File: config.mk
export PLATFORM = sky130hd
export DESIGN_NAME = pevis_top
export DESIGN_NICKNAME = d
export VERILOG_FILES = /design/src/design/pevis_pkg.sv /design/src/design/pevis_sticky.sv /design/src/design/pevis_top.sv
export SDC_FILE = /design/constraint.sdc
export NUM_CORES = 1
export LEC_CHECK = 0
export BUFFER_PORTS_ARGS = -buffer_cell sky130_fd_sc_hd__buf_2
export CORE_ASPECT_RATIO = 1.2
export CORE_MARGIN = 2
export CORE_UTILIZATION = 45
export CTS_BUF_LIST = sky130_fd_sc_hd__clkbuf_8 sky130_fd_sc_hd__clkbuf_16
export CTS_CLUSTER_DIAMETER = 60
export DETAILED_ROUTE_END_ITERATION = 10
export GPL_ROUTABILITY_DRIVEN = 0
export PLACE_DENSITY = 0.88
export SYNTH_ARGS = -nofsm -noshare
export SYNTH_HDL_FRONTEND = slang
export SYNTH_SLANG_ARGS = --single-unit
File: constraint.sdc
create_clock -name ref_clk_i -period 3.6 [get_ports ref_clk_i]
set_input_delay 0.18 -clock ref_clk_i [delete_from_list [all_inputs] [get_ports ref_clk_i]]
set_output_delay 0.18 -clock ref_clk_i [all_outputs]
set_load 0.05 [all_outputs]
File: src/design/pevis_pkg.sv
// Purpose: shared constants and types of the phy event interrupt status block
// Assumes: management registers are reached by word index over wishbone
// Notes:   byte address of a register is four times its index
package pevis_pkg;

  //////////////////////////////////////////////////////////////////////////
  // bus geometry
  localparam int unsigned PEVIS_ADR_W = 8;
  localparam int unsigned PEVIS_DAT_W = 32;
  localparam int unsigned PEVIS_REG_W = 16;
  localparam int unsigned PEVIS_IDX_W = 6;

  // register indices (byte address = index * 4)
  localparam logic [5:0] PEVIS_IDX_CTRL = 6'h11;
  localparam logic [5:0] PEVIS_IDX_LINK = 6'h12;
  localparam logic [5:0] PEVIS_IDX_LINE = 6'h13;

  //////////////////////////////////////////////////////////////////////////
  // phy_specific_control field positions
  localparam int unsigned PEVIS_CTRL_OE_POS = 0;
  localparam int unsigned PEVIS_CTRL_GIE_POS = 1;
  localparam int unsigned PEVIS_CTRL_TINT_POS = 2;
  localparam int unsigned PEVIS_CTRL_POL_POS = 3;

  // link_event_status_enable layout
  localparam int unsigned PEVIS_LINK_N = 6;
  localparam int unsigned PEVIS_LINK_STS_LSB = 8;
  localparam int unsigned PEVIS_LINK_EN_LSB = 0;

  // line_event_status_enable layout
  localparam int unsigned PEVIS_LINE_N = 7;
  localparam int unsigned PEVIS_LINE_STS_LSB = 8;
  localparam int unsigned PEVIS_LINE_EN_LSB = 0;

  //////////////////////////////////////////////////////////////////////////
  // reset values
  localparam logic [5:0] PEVIS_LINK_RST = 6'h00;
  localparam logic [6:0] PEVIS_LINE_RST = 7'h00;
  localparam logic PEVIS_OE_RST = 1'b0;
  localparam logic PEVIS_GIE_RST = 1'b0;
  localparam logic PEVIS_TINT_RST = 1'b0;
  localparam logic PEVIS_POL_RST = 1'b1;

  //////////////////////////////////////////////////////////////////////////
  // event pulses, msb first in register bit order
  typedef struct packed {
    logic link_change;
    logic speed_change;
    logic duplex_change;
    logic an_complete;
    logic false_carrier_halffull;
    logic rx_error_halffull;
  } pevis_link_evt_t;

  typedef struct packed {
    logic negotiation_error;
    logic page_received;
    logic loop_fifo_overrun;
    logic crossover_change;
    logic sleep_event;
    logic polarity_change;
    logic jabber_detect;
  } pevis_line_evt_t;

  // control bits of phy_specific_control held by this block
  typedef struct packed {
    logic pol;
    logic tint;
    logic gie;
    logic oe;
  } pevis_ctrl_t;

endpackage

File: src/design/pevis_sticky.sv
// Purpose: bank of sticky event flags with per-bit clear
// Assumes: set and clear are synchronous to ref_clk_i
// Notes:   a set in the clearing cycle wins, so no event is lost to a clear
`timescale 1ns/1ns
module pevis_sticky #(
  parameter int unsigned W = 6
) (
  input wire logic ref_clk_i,        // register clock
  input wire logic reset_i,          // sync reset, active high
  input wire logic ce_i,             // clock enable
  input wire logic [W-1:0] set_i,    // one-cycle event pulses
  input wire logic [W-1:0] clr_i,    // clear strobes from a read
  output logic [W-1:0] q_o           // latched flags
);

  //////////////////////////////////////////////////////////////////////////
  for (genvar b = 0; b < W; b++) begin : g_bit
    logic flag_ff;
    logic nxt_flag;

    // set beats clear
    assign nxt_flag = set_i[b] | (flag_ff & ~clr_i[b]);

    always_ff @(posedge ref_clk_i) begin
      if (reset_i) begin
        flag_ff <= 1'b0;
      end else if (ce_i) begin
        flag_ff <= nxt_flag;
      end
    end

    assign q_o[b] = flag_ff;
  end

endmodule // pevis_sticky

File: src/design/pevis_top.sv
// Purpose: event status latching, enables and interrupt pin control
// Assumes: event inputs are one-cycle pulses on ref_clk_i
// Notes:   classic wishbone slave, one wait state, 16-bit registers
`timescale 1ns/1ns
module pevis_top
  import pevis_pkg::*;
(
  input wire logic ref_clk_i,                   // 250 MHz register clock
  input wire logic reset_i,                     // sync reset, active high
  input wire logic ce_i,                        // freezes all state when low
  input wire logic wb_cyc_i,                    // wishbone cycle
  input wire logic wb_stb_i,                    // wishbone strobe
  input wire logic wb_we_i,                     // wishbone write
  input wire logic [PEVIS_ADR_W-1:0] wb_adr_i,  // byte address
  input wire logic [3:0] wb_sel_i,              // byte lanes
  input wire logic [PEVIS_DAT_W-1:0] wb_dat_i,  // write data
  output logic [PEVIS_DAT_W-1:0] wb_dat_o,      // read data
  output logic wb_ack_o,                        // access done
  input wire pevis_link_evt_t link_evt_i,       // link event pulses
  input wire pevis_line_evt_t line_evt_i,       // line event pulses
  input wire logic irq_pin_i,                   // shared pin level in
  output logic irq_pin_o,                       // shared pin level out
  output logic irq_pin_oe_o,                    // pin driven when high
  output logic powerdown_o,                     // powerdown request level
  output logic irq_o                            // internal irq, active high
);

  //////////////////////////////////////////////////////////////////////////
  // declarations
  logic ack_ff;
  logic [PEVIS_DAT_W-1:0] rdata_ff;
  logic [PEVIS_DAT_W-1:0] nxt_rdata;
  logic take;
  logic take_wr;
  logic take_rd;
  logic [PEVIS_IDX_W-1:0] idx;
  logic [PEVIS_REG_W-1:0] wdata;
  logic [PEVIS_REG_W-1:0] wmask;
  logic hit_ctrl;
  logic hit_link;
  logic hit_line;

  pevis_ctrl_t ctrl_ff;
  pevis_ctrl_t nxt_ctrl;
  logic [PEVIS_LINK_N-1:0] link_en_ff;
  logic [PEVIS_LINK_N-1:0] nxt_link_en;
  logic [PEVIS_LINE_N-1:0] line_en_ff;
  logic [PEVIS_LINE_N-1:0] nxt_line_en;

  logic [PEVIS_LINK_N-1:0] link_sts;
  logic [PEVIS_LINE_N-1:0] line_sts;
  logic [PEVIS_LINK_N-1:0] link_clr;
  logic [PEVIS_LINE_N-1:0] line_clr;

  logic pin_meta_ff;
  logic pin_sync_ff;
  logic irq_ff;
  logic irq_pin_ff;
  logic oe_pin_ff;
  logic pd_ff;
  logic event_irq;
  logic nxt_irq;

  //////////////////////////////////////////////////////////////////////////
  // bus decode
  // a request is taken once, in the cycle before ack rises
  assign take = wb_cyc_i & wb_stb_i & ~ack_ff;
  assign take_wr = take & wb_we_i;
  assign take_rd = take & ~wb_we_i;
  assign idx = wb_adr_i[PEVIS_ADR_W-1:2];
  assign hit_ctrl = (idx == PEVIS_IDX_CTRL);
  assign hit_link = (idx == PEVIS_IDX_LINK);
  assign hit_line = (idx == PEVIS_IDX_LINE);
  assign wdata = wb_dat_i[PEVIS_REG_W-1:0];
  assign wmask = {{8{wb_sel_i[1]}}, {8{wb_sel_i[0]}}};

  //////////////////////////////////////////////////////////////////////////
  // acknowledge: one wait state, dropped the cycle after
  always_ff @(posedge ref_clk_i) begin
    if (reset_i) begin
      ack_ff <= 1'b0;
    end else if (ce_i) begin
      ack_ff <= take;
    end
  end

  //////////////////////////////////////////////////////////////////////////
  // phy_specific_control: only bits 3:0 live here, rest read zero
  always_comb begin
    nxt_ctrl = ctrl_ff;
    if (take_wr && hit_ctrl && wb_sel_i[0]) begin
      nxt_ctrl.oe = wdata[PEVIS_CTRL_OE_POS];
      nxt_ctrl.gie = wdata[PEVIS_CTRL_GIE_POS];
      nxt_ctrl.tint = wdata[PEVIS_CTRL_TINT_POS];
      nxt_ctrl.pol = wdata[PEVIS_CTRL_POL_POS];
    end
  end

  always_ff @(posedge ref_clk_i) begin
    if (reset_i) begin
      ctrl_ff.oe <= PEVIS_OE_RST;
      ctrl_ff.gie <= PEVIS_GIE_RST;
      ctrl_ff.tint <= PEVIS_TINT_RST;
      ctrl_ff.pol <= PEVIS_POL_RST;
    end else if (ce_i) begin
      ctrl_ff <= nxt_ctrl;
    end
  end

  //////////////////////////////////////////////////////////////////////////
  // event enables; status and reserved bits of a write are dropped
  always_comb begin
    nxt_link_en = link_en_ff;
    if (take_wr && hit_link) begin
      nxt_link_en = (link_en_ff & ~wmask[PEVIS_LINK_EN_LSB +: PEVIS_LINK_N])
                  | (wdata[PEVIS_LINK_EN_LSB +: PEVIS_LINK_N]
                     & wmask[PEVIS_LINK_EN_LSB +: PEVIS_LINK_N]);
    end
  end

  always_comb begin
    nxt_line_en = line_en_ff;
    if (take_wr && hit_line) begin
      nxt_line_en = (line_en_ff & ~wmask[PEVIS_LINE_EN_LSB +: PEVIS_LINE_N])
                  | (wdata[PEVIS_LINE_EN_LSB +: PEVIS_LINE_N]
                     & wmask[PEVIS_LINE_EN_LSB +: PEVIS_LINE_N]);
    end
  end

  always_ff @(posedge ref_clk_i) begin
    if (reset_i) begin
      link_en_ff <= PEVIS_LINK_RST;
      line_en_ff <= PEVIS_LINE_RST;
    end else if (ce_i) begin
      link_en_ff <= nxt_link_en;
      line_en_ff <= nxt_line_en;
    end
  end

  //////////////////////////////////////////////////////////////////////////
  // status latches
  // only the bits handed back by this read are cleared; anything that
  // arrives in the same cycle stays set for the next read
  assign link_clr = (take_rd && hit_link) ? link_sts : '0;
  assign line_clr = (take_rd && hit_line) ? line_sts : '0;

  // sources are counted once per pulse, no edge detect here
  pevis_sticky #(
    .W(PEVIS_LINK_N)
  ) u_link_sts (
    .ref_clk_i(ref_clk_i),
    .reset_i(reset_i),
    .ce_i(ce_i),
    .set_i(link_evt_i),
    .clr_i(link_clr),
    .q_o(link_sts)
  );

  pevis_sticky #(
    .W(PEVIS_LINE_N)
  ) u_line_sts (
    .ref_clk_i(ref_clk_i),
    .reset_i(reset_i),
    .ce_i(ce_i),
    .set_i(line_evt_i),
    .clr_i(line_clr),
    .q_o(line_sts)
  );

  //////////////////////////////////////////////////////////////////////////
  // read data; unmapped words answer with zero
  always_comb begin
    nxt_rdata = '0;
    if (hit_ctrl) begin
      nxt_rdata[PEVIS_CTRL_OE_POS] = ctrl_ff.oe;
      nxt_rdata[PEVIS_CTRL_GIE_POS] = ctrl_ff.gie;
      nxt_rdata[PEVIS_CTRL_TINT_POS] = ctrl_ff.tint;
      nxt_rdata[PEVIS_CTRL_POL_POS] = ctrl_ff.pol;
    end else if (hit_link) begin
      nxt_rdata[PEVIS_LINK_STS_LSB +: PEVIS_LINK_N] = link_sts;
      nxt_rdata[PEVIS_LINK_EN_LSB +: PEVIS_LINK_N] = link_en_ff;
    end else if (hit_line) begin
      nxt_rdata[PEVIS_LINE_STS_LSB +: PEVIS_LINE_N] = line_sts;
      nxt_rdata[PEVIS_LINE_EN_LSB +: PEVIS_LINE_N] = line_en_ff;
    end
  end

  // data is held past ack so a slow master still sees it
  always_ff @(posedge ref_clk_i) begin
    if (reset_i) begin
      rdata_ff <= '0;
    end else if (ce_i && take_rd) begin
      rdata_ff <= nxt_rdata;
    end
  end

  //////////////////////////////////////////////////////////////////////////
  // interrupt level
  assign event_irq = (|(link_sts & link_en_ff))
                   | (|(line_sts & line_en_ff));

  // test bit bypasses event gating but still needs the pin as output
  assign nxt_irq = ctrl_ff.oe
                 & ((ctrl_ff.gie & event_irq) | ctrl_ff.tint);

  always_ff @(posedge ref_clk_i) begin
    if (reset_i) begin
      irq_ff <= 1'b0;
    end else if (ce_i) begin
      irq_ff <= nxt_irq;
    end
  end

  //////////////////////////////////////////////////////////////////////////
  // shared pin: interrupt output or powerdown input
  always_ff @(posedge ref_clk_i) begin
    if (reset_i) begin
      irq_pin_ff <= PEVIS_POL_RST;
      oe_pin_ff <= PEVIS_OE_RST;
    end else if (ce_i) begin
      irq_pin_ff <= ctrl_ff.pol ? ~nxt_irq : nxt_irq;
      oe_pin_ff <= ctrl_ff.oe;
    end
  end

  // pin level is asynchronous to the register clock
  always_ff @(posedge ref_clk_i) begin
    if (reset_i) begin
      pin_meta_ff <= 1'b1;
      pin_sync_ff <= 1'b1;
    end else if (ce_i) begin
      pin_meta_ff <= irq_pin_i;
      pin_sync_ff <= pin_meta_ff;
    end
  end

  // powerdown is asked by a low pin, only while the pin is an input
  always_ff @(posedge ref_clk_i) begin
    if (reset_i) begin
      pd_ff <= 1'b0;
    end else if (ce_i) begin
      pd_ff <= ~ctrl_ff.oe & ~pin_sync_ff;
    end
  end

  //////////////////////////////////////////////////////////////////////////
  // outputs
  assign wb_ack_o = ack_ff;
  assign wb_dat_o = rdata_ff;
  assign irq_o = irq_ff;
  assign irq_pin_o = irq_pin_ff;
  assign irq_pin_oe_o = oe_pin_ff;
  assign powerdown_o = pd_ff;

endmodule // pevis_top

After elaboration in Yosys (flattened, before gate mapping) --
Index checks and enable logic that the tools add are counted.
Operators by class: equal/unequal tests 3, mux-type cells 12, bitwise operators 63, reductions and logical operators 12
Operators with widths (number):
- two-way mux 7 bit | 4
- bitwise AND 7 bit | 3
- bitwise AND 1 bit | 20
- bitwise AND 6 bit | 3
- == test 6 x 5 -> 1 bit, second input constant | 3
- two-way mux 6 bit | 3
- inverter 1 bit | 18
- bitwise OR 1 bit | 15
- logical AND 1 bit | 7
- inverter 7 bit | 1
- bitwise OR 7 bit | 1
- OR reduction 7 bit | 1
- inverter 6 bit | 1
- bitwise OR 6 bit | 1
- AND reduction 2 bit | 3
- OR reduction 6 bit | 1
- two-way mux 4 bit | 1
- two-way mux 1 bit | 3
- two-way mux 3 bit | 1
Word-level totals: register bits 51, bits of input ports 64, output and inout port bits 37

Logic depth before layout (Yosys ltp) --
depth in word-level cells 8, depth in mapped cells 7, mapped depth without buffers 5

By module --
From an unflattened synthesis, not the netlist that was laid out.
Unflattened totals: cell total of the unflattened synthesis 284, area total of the unflattened synthesis 2563.7 um^2
Modules (own cells, without submodules):
- pevis_top | instances 1, cells an instance 217, area an instance 1939.4 um^2, seq. area each 760.7 um^2
- pevis_sticky (u_line_sts) | instances 1, cells an instance 36, area an instance 335.3 um^2, seq. area each 140.1 um^2
- pevis_sticky (u_link_sts) | instances 1, cells an instance 31, area an instance 289.0 um^2, seq. area each 120.1 um^2

Least setup slack after synthesis --
Ideal clock, no wire load.
kind reg2reg, start point register ack_ff, in the netlist wb_ack_o, end point register u_line_sts.g_bit[0].flag_ff, data arrival time 1.665 ns, slack 1.807 ns, cell stages (with the launch flop) 8, cell sequence dfxtp_1 > nand4b_1 > or2_1 > clkbuf_1 > or2_1 > buf_2 > a22oi_2 > nor2_1
Between the ends: longest elaborated chain between the ends 8
Ends and longest elaborated chain:
- from (decl) | RTL line pevis_top.sv:30 | logic ack_ff;
- from (signal assigned) | RTL line pevis_top.sv:83 | ack_ff <= take;
- inverter 1 bit | RTL line pevis_top.sv:67 | assign take = wb_cyc_i & wb_stb_i & ~ack_ff;
- bitwise AND 1 bit | RTL line pevis_top.sv:67
- bitwise AND 1 bit | RTL line pevis_top.sv:69 | assign take_rd = take & ~wb_we_i;
- logical AND 1 bit | RTL line pevis_top.sv:145 | assign line_clr = (take_rd && hit_line) ? line_sts : '0;
- two-way mux 7 bit | RTL line pevis_top.sv:145
- inverter 1 bit | RTL line pevis_sticky.sv:22 | assign nxt_flag = set_i[b] | (flag_ff & ~clr_i[b]);
- bitwise AND 1 bit | RTL line pevis_sticky.sv:22
- bitwise OR 1 bit | RTL line pevis_sticky.sv:22
- to (signal assigned) | RTL line pevis_sticky.sv:28 | flag_ff <= nxt_flag;
- to (decl) | RTL line pevis_sticky.sv:18 | logic flag_ff;
No other way between the ends. A chain may end at the register's enable or synchronous reset.

Worst setup path in the final report --
start point register ack_ff, in the netlist wb_ack_o, end point register u_line_sts.g_bit[3].flag_ff
Between the ends: longest elaborated chain between the ends 8
Ends and longest elaborated chain (RTL line):
- inverter 1 bit | pevis_top.sv:67
- bitwise AND 1 bit | pevis_top.sv:67
- bitwise AND 1 bit | pevis_top.sv:69
- logical AND 1 bit | pevis_top.sv:145
- two-way mux 7 bit | pevis_top.sv:145
- inverter 1 bit | pevis_sticky.sv:22
- bitwise AND 1 bit | pevis_sticky.sv:22
- bitwise OR 1 bit | pevis_sticky.sv:22
- to (signal assigned) | pevis_sticky.sv:28
- to (decl) | pevis_sticky.sv:18
No other way between the ends.

==> impl_metrics.ini <==
[run_status]
status = complete, no violations

[global_route]
gr-usage-met2_pct = 30.1
grt_max_degree = 49
global_route.peak_usage_layer = met2
grt_pass1_vias = 1660
gr-usage-met3_pct = 4.37
antenna_violations_before_repair = 0
grt_pass1_wl_mm = 8.03
groute.usage.overall_pct = 17.7
grt-ovfl-total = 0
use_met1_pct = 22.2

[floorplanning]
die_w_um = 69.2
die-area_um2 = 5700
start_util_pct = 46.5
y_dimension_of_the_die_um = 82.3
io_pins = 101
placeableCoreArea_um2 = 4940
row_count = 28

[synth]
ys_warn_count = 0
synthDominantCellAreaShare_pct = 44.4
synth_seq_cells = 51
netlist.top_cell.by_area = dfxtp_1
netlist_area_um2 = 2300
avgSynthCellArea_um2 = 9.53
synth_cell_types = 33
synth.top_cells.by_area = dfxtp_1 (44%), a22oi_1 (7.2%), nor2_1 (6.7%)
synth.yosys.seq_area_share_pct = 44.4
syn_inst = 241

[clock_network]
buffer_levels_on_the_longest_clock_path = 2
cts-htree-levels = 2
tritoncts.num_buffers = 5
number_of_buffers_added_for_setup_after_cts = 0
cts.sink_count = 51
cts.reportedPaths.clkPinSlew_ps = 90
clock_insertion_delay_worst_skew_ps = 310
tritoncts_clock_tree = yes
cts-resized-gates = 0
holdBufCountCts = 0
cts_root_buf = clkbuf_8

[sta]
maxSlewViolCount = 0
timing.fmax_ghz = 0.551
fin_tns_setup_ps = 0
final_number_of_setup_violating_endpoints = 0
timing_hold_violations_final = 0
rsz_0062_raised_after_global_routing = false
maxSlewHeadroom_pct = 45.2
min_period_ps = 1820
fin_worst_skew_ps = 7.43
period_share_pct = 50.5
tightestPinTransition_ps = 822
whs_ps = 85.9

[cells_and_area]
most-common-layout-cells = buf_2 (52), dfxtp_1 (51), nor2_1 (41)
drive_above_1_share_pct = 29.7
num-nets-final = 349
insertedDiodeCount = 0
syn2layout_area_growth_pct = 13.2
multiInputGateArea_um2 = 1140
final_common_cell = buf_2
regArea_um2 = 1020
number_of_filler_instances_in_the_final_layout = 455

[worst_setup_path]
required_time_reported_for_the_critical_path_endpoint_ps = 3770
cp-start-kind = flop
timing_worst_setup_path_type = flop to flop
critical_path.max_fanout = 16
critPathArrivalTime_ps = 1980
timing.critical_path.to_type = flop

[drt]
route.final.wire_length_mm = 4.95
viasPerCell = 5.34
post_drt_wl_per_cell_um = 14.3
drt_iter0_markers = 123
detailroute.via_count = 1849
post-route-drc-count = 0
length_of_the_first_detailed_routing_pass_in_iterations = 4
drtAntennaViolNets = 0

[power_and_ir_drop]
irDropWorstVdd_uv = 353
powerDensity_nw_per_um2 = 407
p_leak_nw = 1.07

[place]
dp_hpwl_mm = 3.64
port_buffers = 52

[hold_path]
worstHoldPathType = input pin to flop

[job]
cap_violations = 0
metrics by stage:
| step | std cells | instance area (µm²) | util (%) | worst slack (ps) | power, mW |
|---|---|---|---|---|---|
| finish | 346 | 2600 | 52.6 | 1780 | 1.06 |
| detailed placement | 338 | 2500 | 50.6 | 1510 | 0.718 |
| floorplan | 258 | 2360 | - | 1810 | 0.701 |
| global placement | 338 | 2500 | 50.6 | 1540 | 0.716 |
| CTS | 346 | 2600 | 52.6 | 1790 | 1.06 |
| global route | 346 | 2600 | 52.6 | 1580 | 1.09 |
synthesized netlist by cell type:
cell / number
mux2i_1: 15
a31oi_1: 1
buf_1: 1
nor2_2: 1
a22o_1: 6
nand3_1: 1
conb_1: 1
xor2_1: 1
nand4b_1: 1
and3_1: 2
dfxtp_1: 51
a221oi_1: 2
o21ai_0: 8
a22oi_2: 7
inv_1: 2
nand2b_1: 1
nor2_4: 1
or2_1: 3
nor4b_4: 1
nor2_1: 41
a22oi_1: 22
nand2_1: 13
a21oi_1: 9
nor3_4: 1
nand3_4: 1
nor3_1: 1
nor2b_1: 1
buf_4: 19
clkbuf_1: 9
mux2_2: 12
a31o_2: 1
and2_1: 2
buf_2: 3
per-layer routing:
metal / up-vias / routed length [µm]
li1: 900 / -
met1: 881 / 2160
met2: 61 / 2440
met3: 7 / 297
met4: 0 / 56
met5: - / 0
cell families (layout without fill, tap and decap cells):
logic type | after synthesis | in the layout | synth area share, %
and+or+nand+nor | 71 | 71 | 15.4
AOI/OAI and AO/OA | 56 | 56 | 18.4
DFF | 51 | 51 | 44.4
buffers and inverters | 34 | 62 | 8.82
muxes | 27 | 27 | 12.4
other | 1 | 18 | 0.163
xor gates and xnor gates | 1 | 1 | 0.381
report_power, final:
part	leakage [nW]	switching (mW)	internal (mW)	total [mW]
Sequential	0.414	0.0104	0.576	0.586
Clock	0.0474	0.193	0.157	0.351
Combinational	0.605	0.0847	0.0359	0.121
Total	1.07	0.289	0.769	1.06
critical path, stage by stage (launching register included):
cell	delay [ps]
dfxtp_1	330
nand4b_1	230
or2_1	450
or2_1	440
a22oi_2	160
nor2_1	50
final cells by class:
| cell class | count | area share [%] |
|---|---|---|
| Clock inverter | 2 | 0.626 |
| Multi-Input combinational cell | 173 | 43.7 |
| Inverter | 2 | 0.289 |
| Clock buffer | 6 | 3.18 |
| Tap cell | 60 | 2.89 |
| Sequential cell | 51 | 39.3 |
| Timing Repair Buffer | 52 | 10.0 |
final timing paths:
kind,from,endpoint,slack [ps],depth (start not counted)
worst max-delay path,wb_ack_o$_SDFFE_PP0P_,u_line_sts.g_bit[3].flag_ff$_SDFFE_PP0P_,1780,5
worst min register to register,pin_meta_ff$_SDFFE_PP1P_,pin_meta_ff$_SDFFE_PP1P_,480,2
worst max register to register,wb_ack_o$_SDFFE_PP0P_,u_line_sts.g_bit[3].flag_ff$_SDFFE_PP0P_,1780,5
worst min-delay path,irq_pin_i,pin_meta_ff$_SDFFE_PP1P_,90,3
Note: power is estimated with default switching activity, not from simulation.
